**src/common/spm_defs.vh**
```
// Constants for the serial port mode configuration block
`ifndef SPM_DEFS_VH
`define SPM_DEFS_VH

// Clock and default line rate
`define SPM_CLK_HZ       40000000
`define SPM_BAUD_RATE    9600
`define SPM_BAUD_DIV     (`SPM_CLK_HZ / `SPM_BAUD_RATE)
`define SPM_BAUD_RST     16'h1045

// Register word indexes inside a port window (addr[4:2])
`define SPM_IDX_MODE     3'h0
`define SPM_IDX_BAUD     3'h1
`define SPM_IDX_TXD      3'h2
`define SPM_IDX_RXD      3'h3
`define SPM_IDX_CTRL     3'h4
`define SPM_IDX_STAT     3'h5
`define SPM_ADDR_INSTID  8'h40

// Feature bits of the combined feature value; the XONOFF and FIFO bits disable when set
`define SPM_F_QUIET      0
`define SPM_F_COMPUTER   1
`define SPM_F_SECURITY   2
`define SPM_F_HWHS       3
`define SPM_F_HESSEN     4
`define SPM_F_MDROP      5
`define SPM_F_MODEM      6
`define SPM_F_ERRCHK     7
`define SPM_F_XONOFF     8
`define SPM_F_FIFO       9
`define SPM_F_RS485      10
`define SPM_F_E71        11
`define SPM_F_PROMPT     12
`define SPM_F_E81        13
`define SPM_MODE_RST     16'h0380
`define SPM_MODE_MASK    16'h3FFF

// Control register bits and the transmit data unsolicited bit
`define SPM_C_TEST       0
`define SPM_C_LOGIN      1
`define SPM_C_LOGOUT     2
`define SPM_C_RELEASE    3
`define SPM_C_ERRCLR     4
`define SPM_TXD_UNSOL    8

// Characters
`define SPM_CH_W         8'h77
`define SPM_CH_HELP      8'h3F
`define SPM_CH_CR        8'h0D
`define SPM_CH_PROMPT    8'h3E
`define SPM_CH_XON       8'h11
`define SPM_CH_XOFF      8'h13
`define SPM_CH_A         8'h41
`define SPM_CH_T         8'h54

// Counts and sizes
`define SPM_TEST_LAST    9'h0FF
`define SPM_MDM_LAST     9'h002
`define SPM_BUF_DEPTH    3'h4
`define SPM_FLEN_PAR8    4'hB
`define SPM_FLEN_STD     4'hA
`define SPM_INSTID_RST   8'h01

// Bus responses
`define SPM_RESP_OKAY    2'h0
`define SPM_RESP_SLVERR  2'h2

`endif

```
**src/core/spm_top.v**
```verilog
// Two serial ports with per-port feature modes behind an AXI4-Lite slave
// Behaviour
// - Orientation switch swaps receive and transmit pins on first port only.
// - Each port's features are held and read back as one combined value.
// - Quiet mode holds unsolicited messages until software requests them.
// - Computer mode stops echo of received characters.
// - Regional protocol feature switches the port into that protocol.
// - Default frame 8N1; its feature selects even parity, 8 bits, 1 stop.
// - Its feature selects even parity, seven data bits, one stop bit.
// - Second port goes differential; that mode overrides multidrop.
// - With security on, only help character passes until login.
// - Multidrop shares a channel; each instrument answers its own ID.
// - Modem feature sends an init string and asserts modem lines.
// - Error fix feature accepts parity errors under the regional protocol.
// - Software flow control off by default; clearing the bit enables it.
// - Hardware handshake paces transmission by CTS and RTS.
// - Character buffer off by default; clearing the bit enables it.
// - Prompt feature outputs a prompt in terminal mode.
// - Each port keeps its own feature value.
// - Each port keeps its own baud; second port's also drives USB.
// - Test sends 256 'w' characters while the activity indicator toggles.
`include "spm_defs.vh"
`default_nettype none

module spm_top (
	// Clock and reset
	input  wire        clk,
	input  wire        reset_n,
	// AXI4-Lite slave
	input  wire [7:0]  s_axi_awaddr,
	input  wire        s_axi_awvalid,
	output wire        s_axi_awready,
	input  wire [31:0] s_axi_wdata,
	input  wire [3:0]  s_axi_wstrb,
	input  wire        s_axi_wvalid,
	output wire        s_axi_wready,
	output reg  [1:0]  s_axi_bresp,
	output reg         s_axi_bvalid,
	input  wire        s_axi_bready,
	input  wire [7:0]  s_axi_araddr,
	input  wire        s_axi_arvalid,
	output wire        s_axi_arready,
	output reg  [31:0] s_axi_rdata,
	output reg  [1:0]  s_axi_rresp,
	output reg         s_axi_rvalid,
	input  wire        s_axi_rready,
	// First port pins and orientation switch
	input  wire        dce_sel,
	input  wire        p0_pin2_i,
	output wire        p0_pin2_o,
	output wire        p0_pin2_oe,
	input  wire        p0_pin3_i,
	output wire        p0_pin3_o,
	output wire        p0_pin3_oe,
	// Second port pins
	input  wire        p1_rxd,
	output wire        p1_txd,
	output wire        rs485_de,
	// Handshake, modem and indicator lines, index is port
	input  wire [1:0]  cts_n,
	output wire [1:0]  rts_n,
	output wire [1:0]  dtr_n,
	output wire [1:0]  tx_led,
	// Mode status
	output wire [1:0]  hessen_on,
	output wire [1:0]  mdrop_on,
	output wire [15:0] usb_baud_div
);

	function [4:0] spm_dec;
		input [7:0] a;
		begin
			spm_dec = {(a[7:6] == 2'h0) && (a[1:0] == 2'h0) && (a[4:2] <= `SPM_IDX_STAT), a[5], a[4:2]};
		end
	endfunction

	function [31:0] spm_merge;
		input [31:0] o;
		input [31:0] n;
		input [3:0]  s;
		integer k;
		begin
			spm_merge = o;
			for (k = 0; k < 4; k = k + 1) begin
				if (s[k])
					spm_merge[k*8 +: 8] = n[k*8 +: 8];
			end
		end
	endfunction

	function [7:0] spm_mdm_char;
		input [1:0] i;
		begin
			case (i)
				2'h0: spm_mdm_char = `SPM_CH_A;
				2'h1: spm_mdm_char = `SPM_CH_T;
				default: spm_mdm_char = `SPM_CH_CR;
			endcase
		end
	endfunction

	// Write channel: address and data may arrive in either order
	reg        aw_h;
	reg        w_h;
	reg [7:0]  aw_a;
	reg [31:0] w_d;
	reg [3:0]  w_s;
	reg [7:0]  instid_reg;
	wire       wr_go = aw_h && w_h && !s_axi_bvalid;
	wire [4:0] wdec = spm_dec(aw_a);
	wire       wr_id = (aw_a == `SPM_ADDR_INSTID);

	assign s_axi_awready = !aw_h && !s_axi_bvalid;
	assign s_axi_wready  = !w_h && !s_axi_bvalid;
	assign s_axi_arready = !s_axi_rvalid;

	always @(posedge clk or negedge reset_n) begin
		if (!reset_n) begin
			aw_h         <= 1'b0;
			w_h          <= 1'b0;
			aw_a         <= 8'h00;
			w_d          <= 32'h0000_0000;
			w_s          <= 4'h0;
			s_axi_bvalid <= 1'b0;
			s_axi_bresp  <= `SPM_RESP_OKAY;
			instid_reg   <= `SPM_INSTID_RST;
		end else begin
			if (s_axi_awvalid && s_axi_awready) begin
				aw_h <= 1'b1;
				aw_a <= s_axi_awaddr;
			end
			if (s_axi_wvalid && s_axi_wready) begin
				w_h <= 1'b1;
				w_d <= s_axi_wdata;
				w_s <= s_axi_wstrb;
			end
			if (wr_go) begin
				aw_h         <= 1'b0;
				w_h          <= 1'b0;
				s_axi_bvalid <= 1'b1;
				s_axi_bresp  <= (wdec[4] || wr_id) ? `SPM_RESP_OKAY : `SPM_RESP_SLVERR;
				if (wr_id && w_s[0])
					instid_reg <= w_d[7:0];
			end else if (s_axi_bready) begin
				s_axi_bvalid <= 1'b0;
			end
		end
	end

	// Per-port views for the read side
	wire [31:0] mode_w;
	wire [31:0] baud_w;
	wire [17:0] rxd_w;
	wire [15:0] stat_w;
	wire [1:0]  txd_w;
	wire [1:0]  de_w;
	wire [1:0]  rx_in;
	wire [4:0]  rdec = spm_dec(s_axi_araddr);
	wire        rd_take = s_axi_arvalid && s_axi_arready;
	reg  [31:0] rd_mux;
	reg         rd_ok;

	always @* begin
		rd_mux = 32'h0000_0000;
		rd_ok  = 1'b1;
		if (s_axi_araddr == `SPM_ADDR_INSTID)
			rd_mux = {24'h00_0000, instid_reg};
		else if (rdec[4] && rdec[2:0] == `SPM_IDX_MODE)
			rd_mux = {16'h0000, mode_w[{rdec[3], 4'h0} +: 16]};
		else if (rdec[4] && rdec[2:0] == `SPM_IDX_BAUD)
			rd_mux = {16'h0000, baud_w[{rdec[3], 4'h0} +: 16]};
		else if (rdec[4] && rdec[2:0] == `SPM_IDX_RXD)
			rd_mux = {23'h00_0000, rxd_w[rdec[3] * 9 +: 9]};
		else if (rdec[4] && rdec[2:0] == `SPM_IDX_STAT)
			rd_mux = {24'h00_0000, stat_w[{rdec[3], 3'h0} +: 8]};
		else if (!rdec[4])
			rd_ok = 1'b0;
	end

	always @(posedge clk or negedge reset_n) begin
		if (!reset_n) begin
			s_axi_rvalid <= 1'b0;
			s_axi_rdata  <= 32'h0000_0000;
			s_axi_rresp  <= `SPM_RESP_OKAY;
		end else if (rd_take) begin
			s_axi_rvalid <= 1'b1;
			s_axi_rdata  <= rd_mux;
			s_axi_rresp  <= rd_ok ? `SPM_RESP_OKAY : `SPM_RESP_SLVERR;
		end else if (s_axi_rready) begin
			s_axi_rvalid <= 1'b0;
		end
	end

	// DTE receives on pin 2; the switch crosses the pair like a null modem
	assign rx_in[0]   = dce_sel ? p0_pin3_i : p0_pin2_i;
	assign rx_in[1]   = p1_rxd;
	assign p0_pin2_o  = txd_w[0];
	assign p0_pin3_o  = txd_w[0];
	assign p0_pin2_oe = dce_sel;
	assign p0_pin3_oe = !dce_sel;
	assign p1_txd     = txd_w[1];
	assign rs485_de   = de_w[1];
	assign usb_baud_div = baud_w[31:16];

	genvar g;
	generate
		for (g = 0; g < 2; g = g + 1) begin : port
			localparam [0:0] PI = g;
			wire        wsel = wr_go && wdec[4] && (wdec[3] == PI);
			wire        rpop = rd_take && rdec[4] && (rdec[3] == PI) && (rdec[2:0] == `SPM_IDX_RXD);
			reg  [15:0] mode_reg;
			reg  [15:0] baud_reg;
			reg  [7:0]  bq [0:3];
			reg  [1:0]  wp;
			reg  [1:0]  rp;
			reg  [2:0]  cnt;
			reg  [10:0] sh;
			reg  [3:0]  nb;
			reg  [15:0] bc;
			reg         txd_r;
			reg         led_r;
			reg         de_r;
			reg         rts_r;
			reg         dtr_r;
			reg  [3:0]  rn;
			reg  [15:0] rc;
			reg  [10:0] rsh;
			reg  [7:0]  rxch_reg;
			reg         rxv_reg;
			reg         paused;
			reg         logged;
			reg         err_reg;
			reg         addr_reg;
			reg         echo_pend;
			reg  [7:0]  echo_ch;
			reg         prm_pend;
			reg         sw_pend;
			reg  [7:0]  sw_ch;
			reg         held_v;
			reg  [7:0]  held_ch;
			reg         gen_act;
			reg         gen_mdm;
			reg  [8:0]  gen_n;
			reg         mdm_pend;

			wire quiet  = mode_reg[`SPM_F_QUIET];
			wire comp   = mode_reg[`SPM_F_COMPUTER];
			wire secu   = mode_reg[`SPM_F_SECURITY];
			wire hwhs   = mode_reg[`SPM_F_HWHS];
			wire hess   = mode_reg[`SPM_F_HESSEN];
			wire modem  = mode_reg[`SPM_F_MODEM];
			wire rs485  = PI & mode_reg[`SPM_F_RS485];
			wire mdrop  = mode_reg[`SPM_F_MDROP] & ~rs485;
			wire xon_en = ~mode_reg[`SPM_F_XONOFF];
			wire fifo   = ~mode_reg[`SPM_F_FIFO];
			wire e81    = mode_reg[`SPM_F_E81];
			wire e71    = mode_reg[`SPM_F_E71] & ~e81;
			wire [3:0] flen = e81 ? `SPM_FLEN_PAR8 : `SPM_FLEN_STD;
			wire [7:0] hd = bq[rp];
			// Without the buffer only one character may wait
			wire full  = cnt >= (fifo ? `SPM_BUF_DEPTH : 3'h1);
			wire tbusy = (nb != 4'h0) || (bc != 16'h0000);
			wire tx_go = !tbusy && (cnt != 3'h0) && !paused && (!hwhs || !cts_n[g]);
			wire [10:0] tfr = e81 ? {1'b1, ^hd, hd, 1'b0} :
				e71 ? {2'h3, ^hd[6:0], hd[6:0], 1'b0} : {2'h3, hd, 1'b0};
			wire [10:0] nv = {rx_in[g], rsh[10:1]};
			wire rx_done = (rn == 4'h1) && (rc == 16'h0000);
			wire [7:0] rch = e81 ? nv[8:1] : e71 ? {1'b0, nv[8:2]} : nv[9:2];
			wire perr = e81 ? ^nv[9:1] : e71 ? ^nv[9:2] : 1'b0;
			wire rok = !perr || (hess && mode_reg[`SPM_F_ERRCHK]);
			wire flow = xon_en && (rch == `SPM_CH_XON || rch == `SPM_CH_XOFF);
			wire allow = !secu || logged || (rch == `SPM_CH_HELP);
			wire deliver = rx_done && rok && !flow && !(mdrop && !addr_reg) && allow;
			wire [8:0] gen_last = gen_mdm ? `SPM_MDM_LAST : `SPM_TEST_LAST;
			wire [7:0] gen_ch = gen_mdm ? spm_mdm_char(gen_n[1:0]) : `SPM_CH_W;
			wire src_v = gen_act || echo_pend || prm_pend || sw_pend;
			wire push = src_v && !full;
			wire [7:0] pch = gen_act ? gen_ch : echo_pend ? echo_ch : prm_pend ? `SPM_CH_PROMPT : sw_ch;
			wire [31:0] mode_mg = spm_merge({16'h0000, mode_reg}, w_d, w_s) & {16'h0000, `SPM_MODE_MASK};
			wire [31:0] baud_mg = spm_merge({16'h0000, baud_reg}, w_d, w_s);

			always @(posedge clk) begin
				if (push)
					bq[wp] <= pch;
			end

			// Registers, buffer pointers and transmitter
			always @(posedge clk or negedge reset_n) begin
				if (!reset_n) begin
					mode_reg <= `SPM_MODE_RST;
					baud_reg <= `SPM_BAUD_RST;
					wp       <= 2'h0;
					rp       <= 2'h0;
					cnt      <= 3'h0;
					sh       <= 11'h7FF;
					nb       <= 4'h0;
					bc       <= 16'h0000;
					txd_r    <= 1'b1;
					led_r    <= 1'b0;
					de_r     <= 1'b0;
					rts_r    <= 1'b1;
					dtr_r    <= 1'b1;
				end else begin
					if (wsel && wdec[2:0] == `SPM_IDX_MODE)
						mode_reg <= mode_mg[15:0];
					if (wsel && wdec[2:0] == `SPM_IDX_BAUD)
						baud_reg <= baud_mg[15:0];
					if (push)
						wp <= wp + 2'h1;
					if (tx_go)
						rp <= rp + 2'h1;
					if (push && !tx_go)
						cnt <= cnt + 3'h1;
					else if (!push && tx_go)
						cnt <= cnt - 3'h1;
					if (tx_go) begin
						txd_r <= 1'b0;
						sh    <= {1'b1, tfr[10:1]};
						nb    <= flen - 4'h1;
						bc    <= baud_reg;
						led_r <= ~led_r;
					end else if (tbusy) begin
						if (bc != 16'h0000) begin
							bc <= bc - 16'h0001;
						end else if (nb != 4'h0) begin
							txd_r <= sh[0];
							sh    <= {1'b1, sh[10:1]};
							nb    <= nb - 4'h1;
							bc    <= baud_reg;
						end
					end
					de_r  <= rs485 && (tx_go || tbusy);
					rts_r <= hwhs ? rxv_reg : !modem;
					dtr_r <= !modem;
				end
			end

			// Receiver and received character handling
			always @(posedge clk or negedge reset_n) begin
				if (!reset_n) begin
					rn        <= 4'h0;
					rc        <= 16'h0000;
					rsh       <= 11'h000;
					rxch_reg  <= 8'h00;
					rxv_reg   <= 1'b0;
					paused    <= 1'b0;
					err_reg   <= 1'b0;
					addr_reg  <= 1'b0;
					echo_pend <= 1'b0;
					echo_ch   <= 8'h00;
					prm_pend  <= 1'b0;
				end else begin
					if (rn == 4'h0) begin
						if (!rx_in[g]) begin
							rn <= flen;
							rc <= {1'b0, baud_reg[15:1]};
						end
					end else if (rc != 16'h0000) begin
						rc <= rc - 16'h0001;
					end else if (rn == flen && rx_in[g]) begin
						rn <= 4'h0;
					end else begin
						rsh <= nv;
						rn  <= rn - 4'h1;
						rc  <= baud_reg;
					end
					if (push && !gen_act && echo_pend)
						echo_pend <= 1'b0;
					if (push && !gen_act && !echo_pend && prm_pend)
						prm_pend <= 1'b0;
					if (rpop)
						rxv_reg <= 1'b0;
					if (wsel && wdec[2:0] == `SPM_IDX_CTRL && w_s[0] && w_d[`SPM_C_ERRCLR])
						err_reg <= 1'b0;
					if (!xon_en)
						paused <= 1'b0;
					if (rx_done && !rok)
						err_reg <= 1'b1;
					if (rx_done && rok && flow)
						paused <= (rch == `SPM_CH_XOFF);
					if (rx_done && rok && !flow && mdrop && !addr_reg && rch == instid_reg)
						addr_reg <= 1'b1;
					if (deliver) begin
						rxch_reg <= rch;
						rxv_reg  <= 1'b1;
						if (!comp) begin
							echo_pend <= 1'b1;
							echo_ch   <= rch;
						end
						if (rch == `SPM_CH_CR) begin
							addr_reg <= 1'b0;
							if (!comp && mode_reg[`SPM_F_PROMPT])
								prm_pend <= 1'b1;
						end
					end
				end
			end

			// Software sources, quiet hold, login and generators
			always @(posedge clk or negedge reset_n) begin
				if (!reset_n) begin
					sw_pend  <= 1'b0;
					sw_ch    <= 8'h00;
					held_v   <= 1'b0;
					held_ch  <= 8'h00;
					logged   <= 1'b0;
					gen_act  <= 1'b0;
					gen_mdm  <= 1'b0;
					gen_n    <= 9'h000;
					mdm_pend <= 1'b1;
				end else begin
					if (push && !gen_act && !echo_pend && !prm_pend)
						sw_pend <= 1'b0;
					if (wsel && wdec[2:0] == `SPM_IDX_TXD && w_s[0]) begin
						if (quiet && w_d[`SPM_TXD_UNSOL]) begin
							held_v  <= 1'b1;
							held_ch <= w_d[7:0];
						end else begin
							sw_pend <= 1'b1;
							sw_ch   <= w_d[7:0];
						end
					end else if (wsel && wdec[2:0] == `SPM_IDX_CTRL && w_s[0]) begin
						if (w_d[`SPM_C_RELEASE] && held_v) begin
							held_v  <= 1'b0;
							sw_pend <= 1'b1;
							sw_ch   <= held_ch;
						end
						if (w_d[`SPM_C_LOGIN])
							logged <= 1'b1;
						else if (w_d[`SPM_C_LOGOUT])
							logged <= 1'b0;
						if (w_d[`SPM_C_TEST] && !gen_act) begin
							gen_act <= 1'b1;
							gen_mdm <= 1'b0;
							gen_n   <= 9'h000;
						end
					end else if (modem && mdm_pend && !gen_act) begin
						// First enable after power-up sends the init string once
						gen_act  <= 1'b1;
						gen_mdm  <= 1'b1;
						gen_n    <= 9'h000;
						mdm_pend <= 1'b0;
					end
					if (push && gen_act) begin
						gen_n <= gen_n + 9'h001;
						if (gen_n == gen_last)
							gen_act <= 1'b0;
					end
				end
			end

			assign mode_w[g*16 +: 16] = mode_reg;
			assign baud_w[g*16 +: 16] = baud_reg;
			assign rxd_w[g*9 +: 9]    = {rxv_reg, rxch_reg};
			assign stat_w[g*8 +: 8]   = {held_v, addr_reg, err_reg, paused, sw_pend,
				tbusy | (cnt != 3'h0), logged, gen_act & ~gen_mdm};
			assign txd_w[g]     = txd_r;
			assign de_w[g]      = de_r;
			assign tx_led[g]    = led_r;
			assign rts_n[g]     = rts_r;
			assign dtr_n[g]     = dtr_r;
			assign hessen_on[g] = hess;
			assign mdrop_on[g]  = mdrop;
		end
	endgenerate

endmodule // spm_top

`default_nettype wire

```
**config.mk**
```make
export PLATFORM = sky130hd
export DESIGN_NAME = spm_top
export DESIGN_NICKNAME = d
export VERILOG_FILES = /design/src/core/spm_top.v
export VERILOG_INCLUDE_DIRS = /design/src /design/src/common
export SDC_FILE = /design/constraint.sdc
export NUM_CORES = 1
export LEC_CHECK = 0
export BUFFER_PORTS_ARGS = -buffer_cell sky130_fd_sc_hd__buf_4
export CAP_MARGIN = 20
export CORE_AREA = 5 5 205 207
export CTS_CLUSTER_SIZE = 10
export DETAILED_ROUTE_END_ITERATION = 8
export DIE_AREA = 0 0 210 212
export PLACE_DENSITY_LB_ADDON = 0.2
export RECOVER_POWER = 100
export SYNTH_ARGS = -nofsm -noshare
export SYNTH_HDL_FRONTEND = slang
export SYNTH_SLANG_ARGS = --single-unit
```
**constraint.sdc**
```tcl
create_clock -name clk -period 7.9 [get_ports clk]
set_input_delay 1.58 -clock clk [delete_from_list [all_inputs] [get_ports clk]]
set_output_delay 1.58 -clock clk [all_outputs]
set_load 0.05 [all_outputs]
```
# After elaboration in Yosys (flattened, before gate mapping)
# Memory sizes are Yosys's and may differ from the RTL's.
# Cells that the tools add are included.
# totals
in_bits	65
ff_bits	387
mem_count	2
out_inout_bits	73
elab_cells	635
ram_bits	64
# mem_list
memory	words	word_bits	read_ports	rd_ports_with_merged_regs	wr	line	rtl
port[0].bq	4	8	1	0	1	spm_top.v:213	reg [7:0] bq [0:3];
port[1].bq	4	8	1	0	1	spm_top.v:213	
# classes
bitwise	30
order_cmp	4
add_sub_neg	20
eq_ne	44
n_reduce_logical	254
mul	1
mux	196
shifts	4
# ops
cell	count
16-bit two-way mux	19
8-bit two-way mux	23
9-bit two-way mux	13
1-bit two-way mux	105
1-bit logical AND	103
11-bit two-way mux	8
4-bit two-way mux	16
16-bit nonzero test	4
32-bit by 6-bit indexed part select with 16-bit output	2
16-bit by 1-bit subtractor with 16-bit output, second input constant	4
3-bit AND reduction	16
2-bit nonzero test	23
1-bit zero test	41
2-bit AND reduction	19
8-bit by 5-bit == test with 1-bit output, second input constant	4
16-bit zero test	2
8-bit parity	4
7-bit case mux with 2 select lines	2
4-bit by 1-bit subtractor with 4-bit output, second input constant	6
1-bit inverter	23
1-bit logical OR	20
10-bit two-way mux	2
9-bit by 1-bit adder with 9-bit output, second input constant	2
9-bit by 8-bit == test with 1-bit output	2
33 further kinds	90

# Depth between registers and ports, before layout
# depth
word_depth	15
depth_mapped	14
depth_no_buf	13

# Least setup slack after synthesis
# No wires, ideal clock.
# synth_timing
path_kind	input-to-reg
start	in cts_n[0]
end	reg port[0].cnt[1]
arrival_time_ns	3.365
t_required_ns	7.775
slack_ns	4.410
stages	9
cell_sequence	a21oi_1 > o311ai_0 > clkbuf_1 > nor2_2 > inv_2 > ha_1 > inv_1 > fa_1 > mux2_2
# synth_between
elab_chain_len	6
elab_cells_between_ends	8
classes_between	mux (1); reduce/logical (7)
# synth_rtl
element	line	rtl
from (decl)	spm_top.v:60	input wire [1:0] cts_n,
1-bit zero test (*)	spm_top.v:263	wire tx_go = !tbusy && (cnt != 3'h0) && !paused && (!hwhs || !cts_n[g]);
1-bit logical OR (*)	spm_top.v:263	
1-bit logical AND (*)	spm_top.v:263	
1-bit zero test	spm_top.v:312	if (push && !tx_go)
1-bit logical AND	spm_top.v:312	
3-bit two-way mux or 2-bit nonzero test (tied branches)	--	
to (signal assigned)	spm_top.v:313	cnt <= cnt + 3'h1;
to (signal assigned)	spm_top.v:315	cnt <= cnt - 3'h1;
to (decl)	spm_top.v:216	reg [2:0] cnt;
# Mark *: on every way between the ends. The rest lies on a longest branch, timed or not.
# A chain may end at the register's enable or synchronous reset.

# Worst setup path after layout
# layout_timing
start	reg port[1].rc[6]
end	reg port[1].rxch_reg[0]
# layout_between
elab_chain_len	6
# layout_rtl
element	line	rtl
from (decl)	spm_top.v:226	reg [15:0] rc;
from (signal assigned)	spm_top.v:356	rc <= {1'b0, baud_reg[15:1]};
from (signal assigned)	spm_top.v:359	rc <= rc - 16'h0001;
from (signal assigned)	spm_top.v:365	rc <= baud_reg;
16-bit zero test	spm_top.v:267	wire rx_done = (rn == 4'h1) && (rc == 16'h0000);
1-bit logical AND	spm_top.v:267	
1-bit logical AND (4 in a row)	spm_top.v:273	wire deliver = rx_done && rok && !flow && !(mdrop && !addr_reg) && allow;
to (signal assigned)	spm_top.v:384	rxch_reg <= rch;
to (decl)	spm_top.v:228	reg [7:0] rxch_reg;
# No other way between the ends.

==> impl_metrics.json <==
{
  "status": "finished with violations",
  "violations": "capacitance limit, slew limit",
  "tns_ns": 0,
  "syn_area_per_cell_um2": 10.8,
  "register_area_mm2": 0.0110,
  "cp-startpoint": "port[1].rc[6]$_DFFE_PN0P_",
  "grt_max_degree": 129,
  "grt_pass1_wl_mm": 88.9,
  "ant_nets": 0,
  "die_y_um": 212,
  "min_path_cells": 1,
  "rsz0062_at_grt": "no",
  "core.rowCount": 74,
  "finalPower_uw": 5990,
  "synth_edf_count": 64,
  "vias": 16200,
  "async_reset_ff_share_pct": 84.9,
  "setup.worst_path.start_class": "register",
  "ios": 138,
  "cp.depth": 7,
  "synth-seq-cells": 425,
  "antenna_found_initial": 0,
  "gp_congestion": 0.915,
  "min_from": "port[1].led_r$_DFFE_PN0P_",
  "place.port_buffers": 101,
  "worst_r2r_startpoint": "port[1].rc[6]$_DFFE_PN0P_",
  "drive_gt1_share_pct": 16.1,
  "wire_per_inst_um": 21.1,
  "floorplan.die_area_mm2": 0.0445,
  "detailed_place_hpwl_mm": 38.6,
  "cpMaxStageDelayCell": "nor2_1",
  "use_met1_pct": 35.9,
  "cp.arrival_ns": 6.08,
  "hold_path.class": "register to register",
  "finalHoldViolCount": 0,
  "path_cells": "or4_1, nand4b_1, nor2_1, and3_1, o21ai_0, nor3_1, mux2_2",
  "worstMarginPinSlew_ns": 3.74,
  "synth.distinct_cells": 92,
  "critPathMaxFanout": 35,
  "largest_reg_flops": 64,
  "slew_viol_final": 401,
  "grt_overflow": 0,
  "top_usage_layer": "met2",
  "viasPerCell": 6.12,
  "cpPeakStageDelay_ns": 1.64,
  "final_common_cell": "dfrtp_1",
  "start_util_pct": 54.0,
  "power.density_mw_per_mm2": 251,
  "clk_latency_ns": 0.59,
  "peakVddDrop_mv": 0.285,
  "netlist_area_mm2": 0.0217,
  "grt.total_usage_pct": 25.0,
  "biggestRegsByFlops": "port.bq x64, port.bc x32, port.rc x32",
  "fmax_mhz": 178,
  "met3_usage_pct": 4.63,
  "cts.hold.buffers_added": 0,
  "leakagePower_uw": 0.00982,
  "mostFrequentLayoutCells": "320 x dfrtp_1, 183 x o21ai_0, 169 x nand2_1, 149 x mux2_2, 124 x nor2_1",
  "critical_path_class": "register to register",
  "dr.pass1.iters": 7,
  "fin_nets": 2171,
  "skew_ns": 0.0152,
  "setup_viol": 0,
  "end_kind": "register",
  "grt.met2_usage_pct": 39.2,
  "n_fill_cell": 3354,
  "cts_tree": "yes",
  "clk_pin_slew_ns": 0.06,
  "root_buffer": "clkbuf_16",
  "layout.cells.non_filler": 2641,
  "dp_cells": 2546,
  "first_global_vias": 15900,
  "numCtsBuffers": 50,
  "ys_warn_count": 0,
  "max-slew-margin-rel_pct": -149,
  "regMostFlops": "port.bq",
  "period_minus_slack_ns": 5.61,
  "drt_iter0_drc": 1457,
  "drv_cap": 8,
  "post_cts_buffers": 0,
  "cts.sinks": 425,
  "cp.required_ns": 8.37,
  "drc": 0,
  "area_growth_pct": 9.97,
  "die_x_um": 210,
  "syn_inst": 2016,
  "synth_seq_area_share_pct": 50.7,
  "fp.coreArea_mm2": 0.0402,
  "wirelength_mm": 55.6,
  "antenna_cells": 0,
  "path_buf_inv": 0,
  "cts_resized": 0,
  "clock_path_buffers": 3,
  "reg2reg_depth": 7,
  "crit_family": "simple AND/OR/NAND/NOR gates",
  "multi_input_area_mm2": 0.00976,
  "h-tree-depth": 2,
  "fin_crit_sh_pct": 71.1,
  "yosys_most_used_dff": "dfrtp_1"
}
-- power by group --
part / switching [uW] / internal (uW) / total [uW]
Combinational: 565 / 376 / 941
Sequential: 434 / 2470 / 2900
Clock: 899 / 1250 / 2150
Total: 1900 / 4100 / 5990
-- cells by family (layout without fill, tap and decap cells) --
group	after synthesis	in the layout	share of synthesized area [%]
xor gates and xnor gates	75	75	3.03
AOI/OAI and AO/OA	479	479	13.6
and+or+nand+nor	556	556	13.0
adders and majority gates	39	39	2.32
buffers and inverters	205	281	4.18
other	1	18	0.0173
muxes	236	236	13.1
DFF	425	425	50.7
-- worst paths after layout --
path                                              endpoint  slack, ns
hold / removal                   port[1].led_r$_DFFE_PN0P_       0.48
hold reg to reg                  port[1].led_r$_DFFE_PN0P_       0.48
max in group asynchronous   port[1].held_ch[2]$_DFFE_PN0P_       2.80
setup reg to reg           port[1].rxch_reg[0]$_DFFE_PN0P_       2.29
min in group asynchronous        port[0].bc[5]$_DFFE_PN0P_       1.02
setup / recovery           port[1].rxch_reg[0]$_DFFE_PN0P_       2.29
-- cell type report --
type	instances	area share, %
sequential	425	46.1
multi-input combinational	1403	40.9
inverter	71	1.12
clock inverter	5	0.184
clock buffer	89	6.16
tap	532	2.79
timing repair buffer	116	2.68
-- synth_stat cells, types with 18 or more instances --
master / n / area share (%)
buf_4: 31 / 1.1
dfstp_2: 41 / 5.0
nor4_1: 23 / 0.66
nor3_1: 54 / 1.2
edfxtp_1: 64 / 8.9
dfrtp_1: 320 / 37
a22oi_1: 19 / 0.66
mux2_2: 149 / 7.7
xor2_1: 25 / 1.0
xnor2_1: 50 / 2.0
a21oi_1: 99 / 2.3
mux4_2: 24 / 2.5
nand2b_1: 24 / 0.69
o31ai_1: 21 / 0.73
a31oi_1: 19 / 0.55
and2_1: 18 / 0.52
inv_1: 70 / 1.2
o21ai_0: 178 / 4.1
nand2_1: 169 / 2.9
clkbuf_1: 80 / 1.4
a211oi_1: 22 / 0.76
o22ai_1: 23 / 0.66
ha_1: 37 / 2.1
mux2i_1: 62 / 2.9
nand3_1: 38 / 0.88
nor2_1: 119 / 2.1
-- through the flow --
stage          hold slack (ns)  setup slack [ns]  utilization (%)  cell area [um2]
2_1_floorplan            0.409              4.41                -            21800
3_3_place_gp             0.463              3.78             56.4            22700
3_5_place_dp             0.464              3.70             56.4            22700
4_1_cts                  0.479              4.09             60.2            24200
5_1_grt                  0.501              1.94             59.4            23900
6_report                 0.478              2.29             59.4            23900
-- layer usage --
metal  share of wire [%]  wire length, um
met5                   0                0
met4                 2.9             1600
met3                 6.9             3850
met2                  46            25400
met1                  44            24700
No activity file was read; power rests on OpenSTA's default activity.
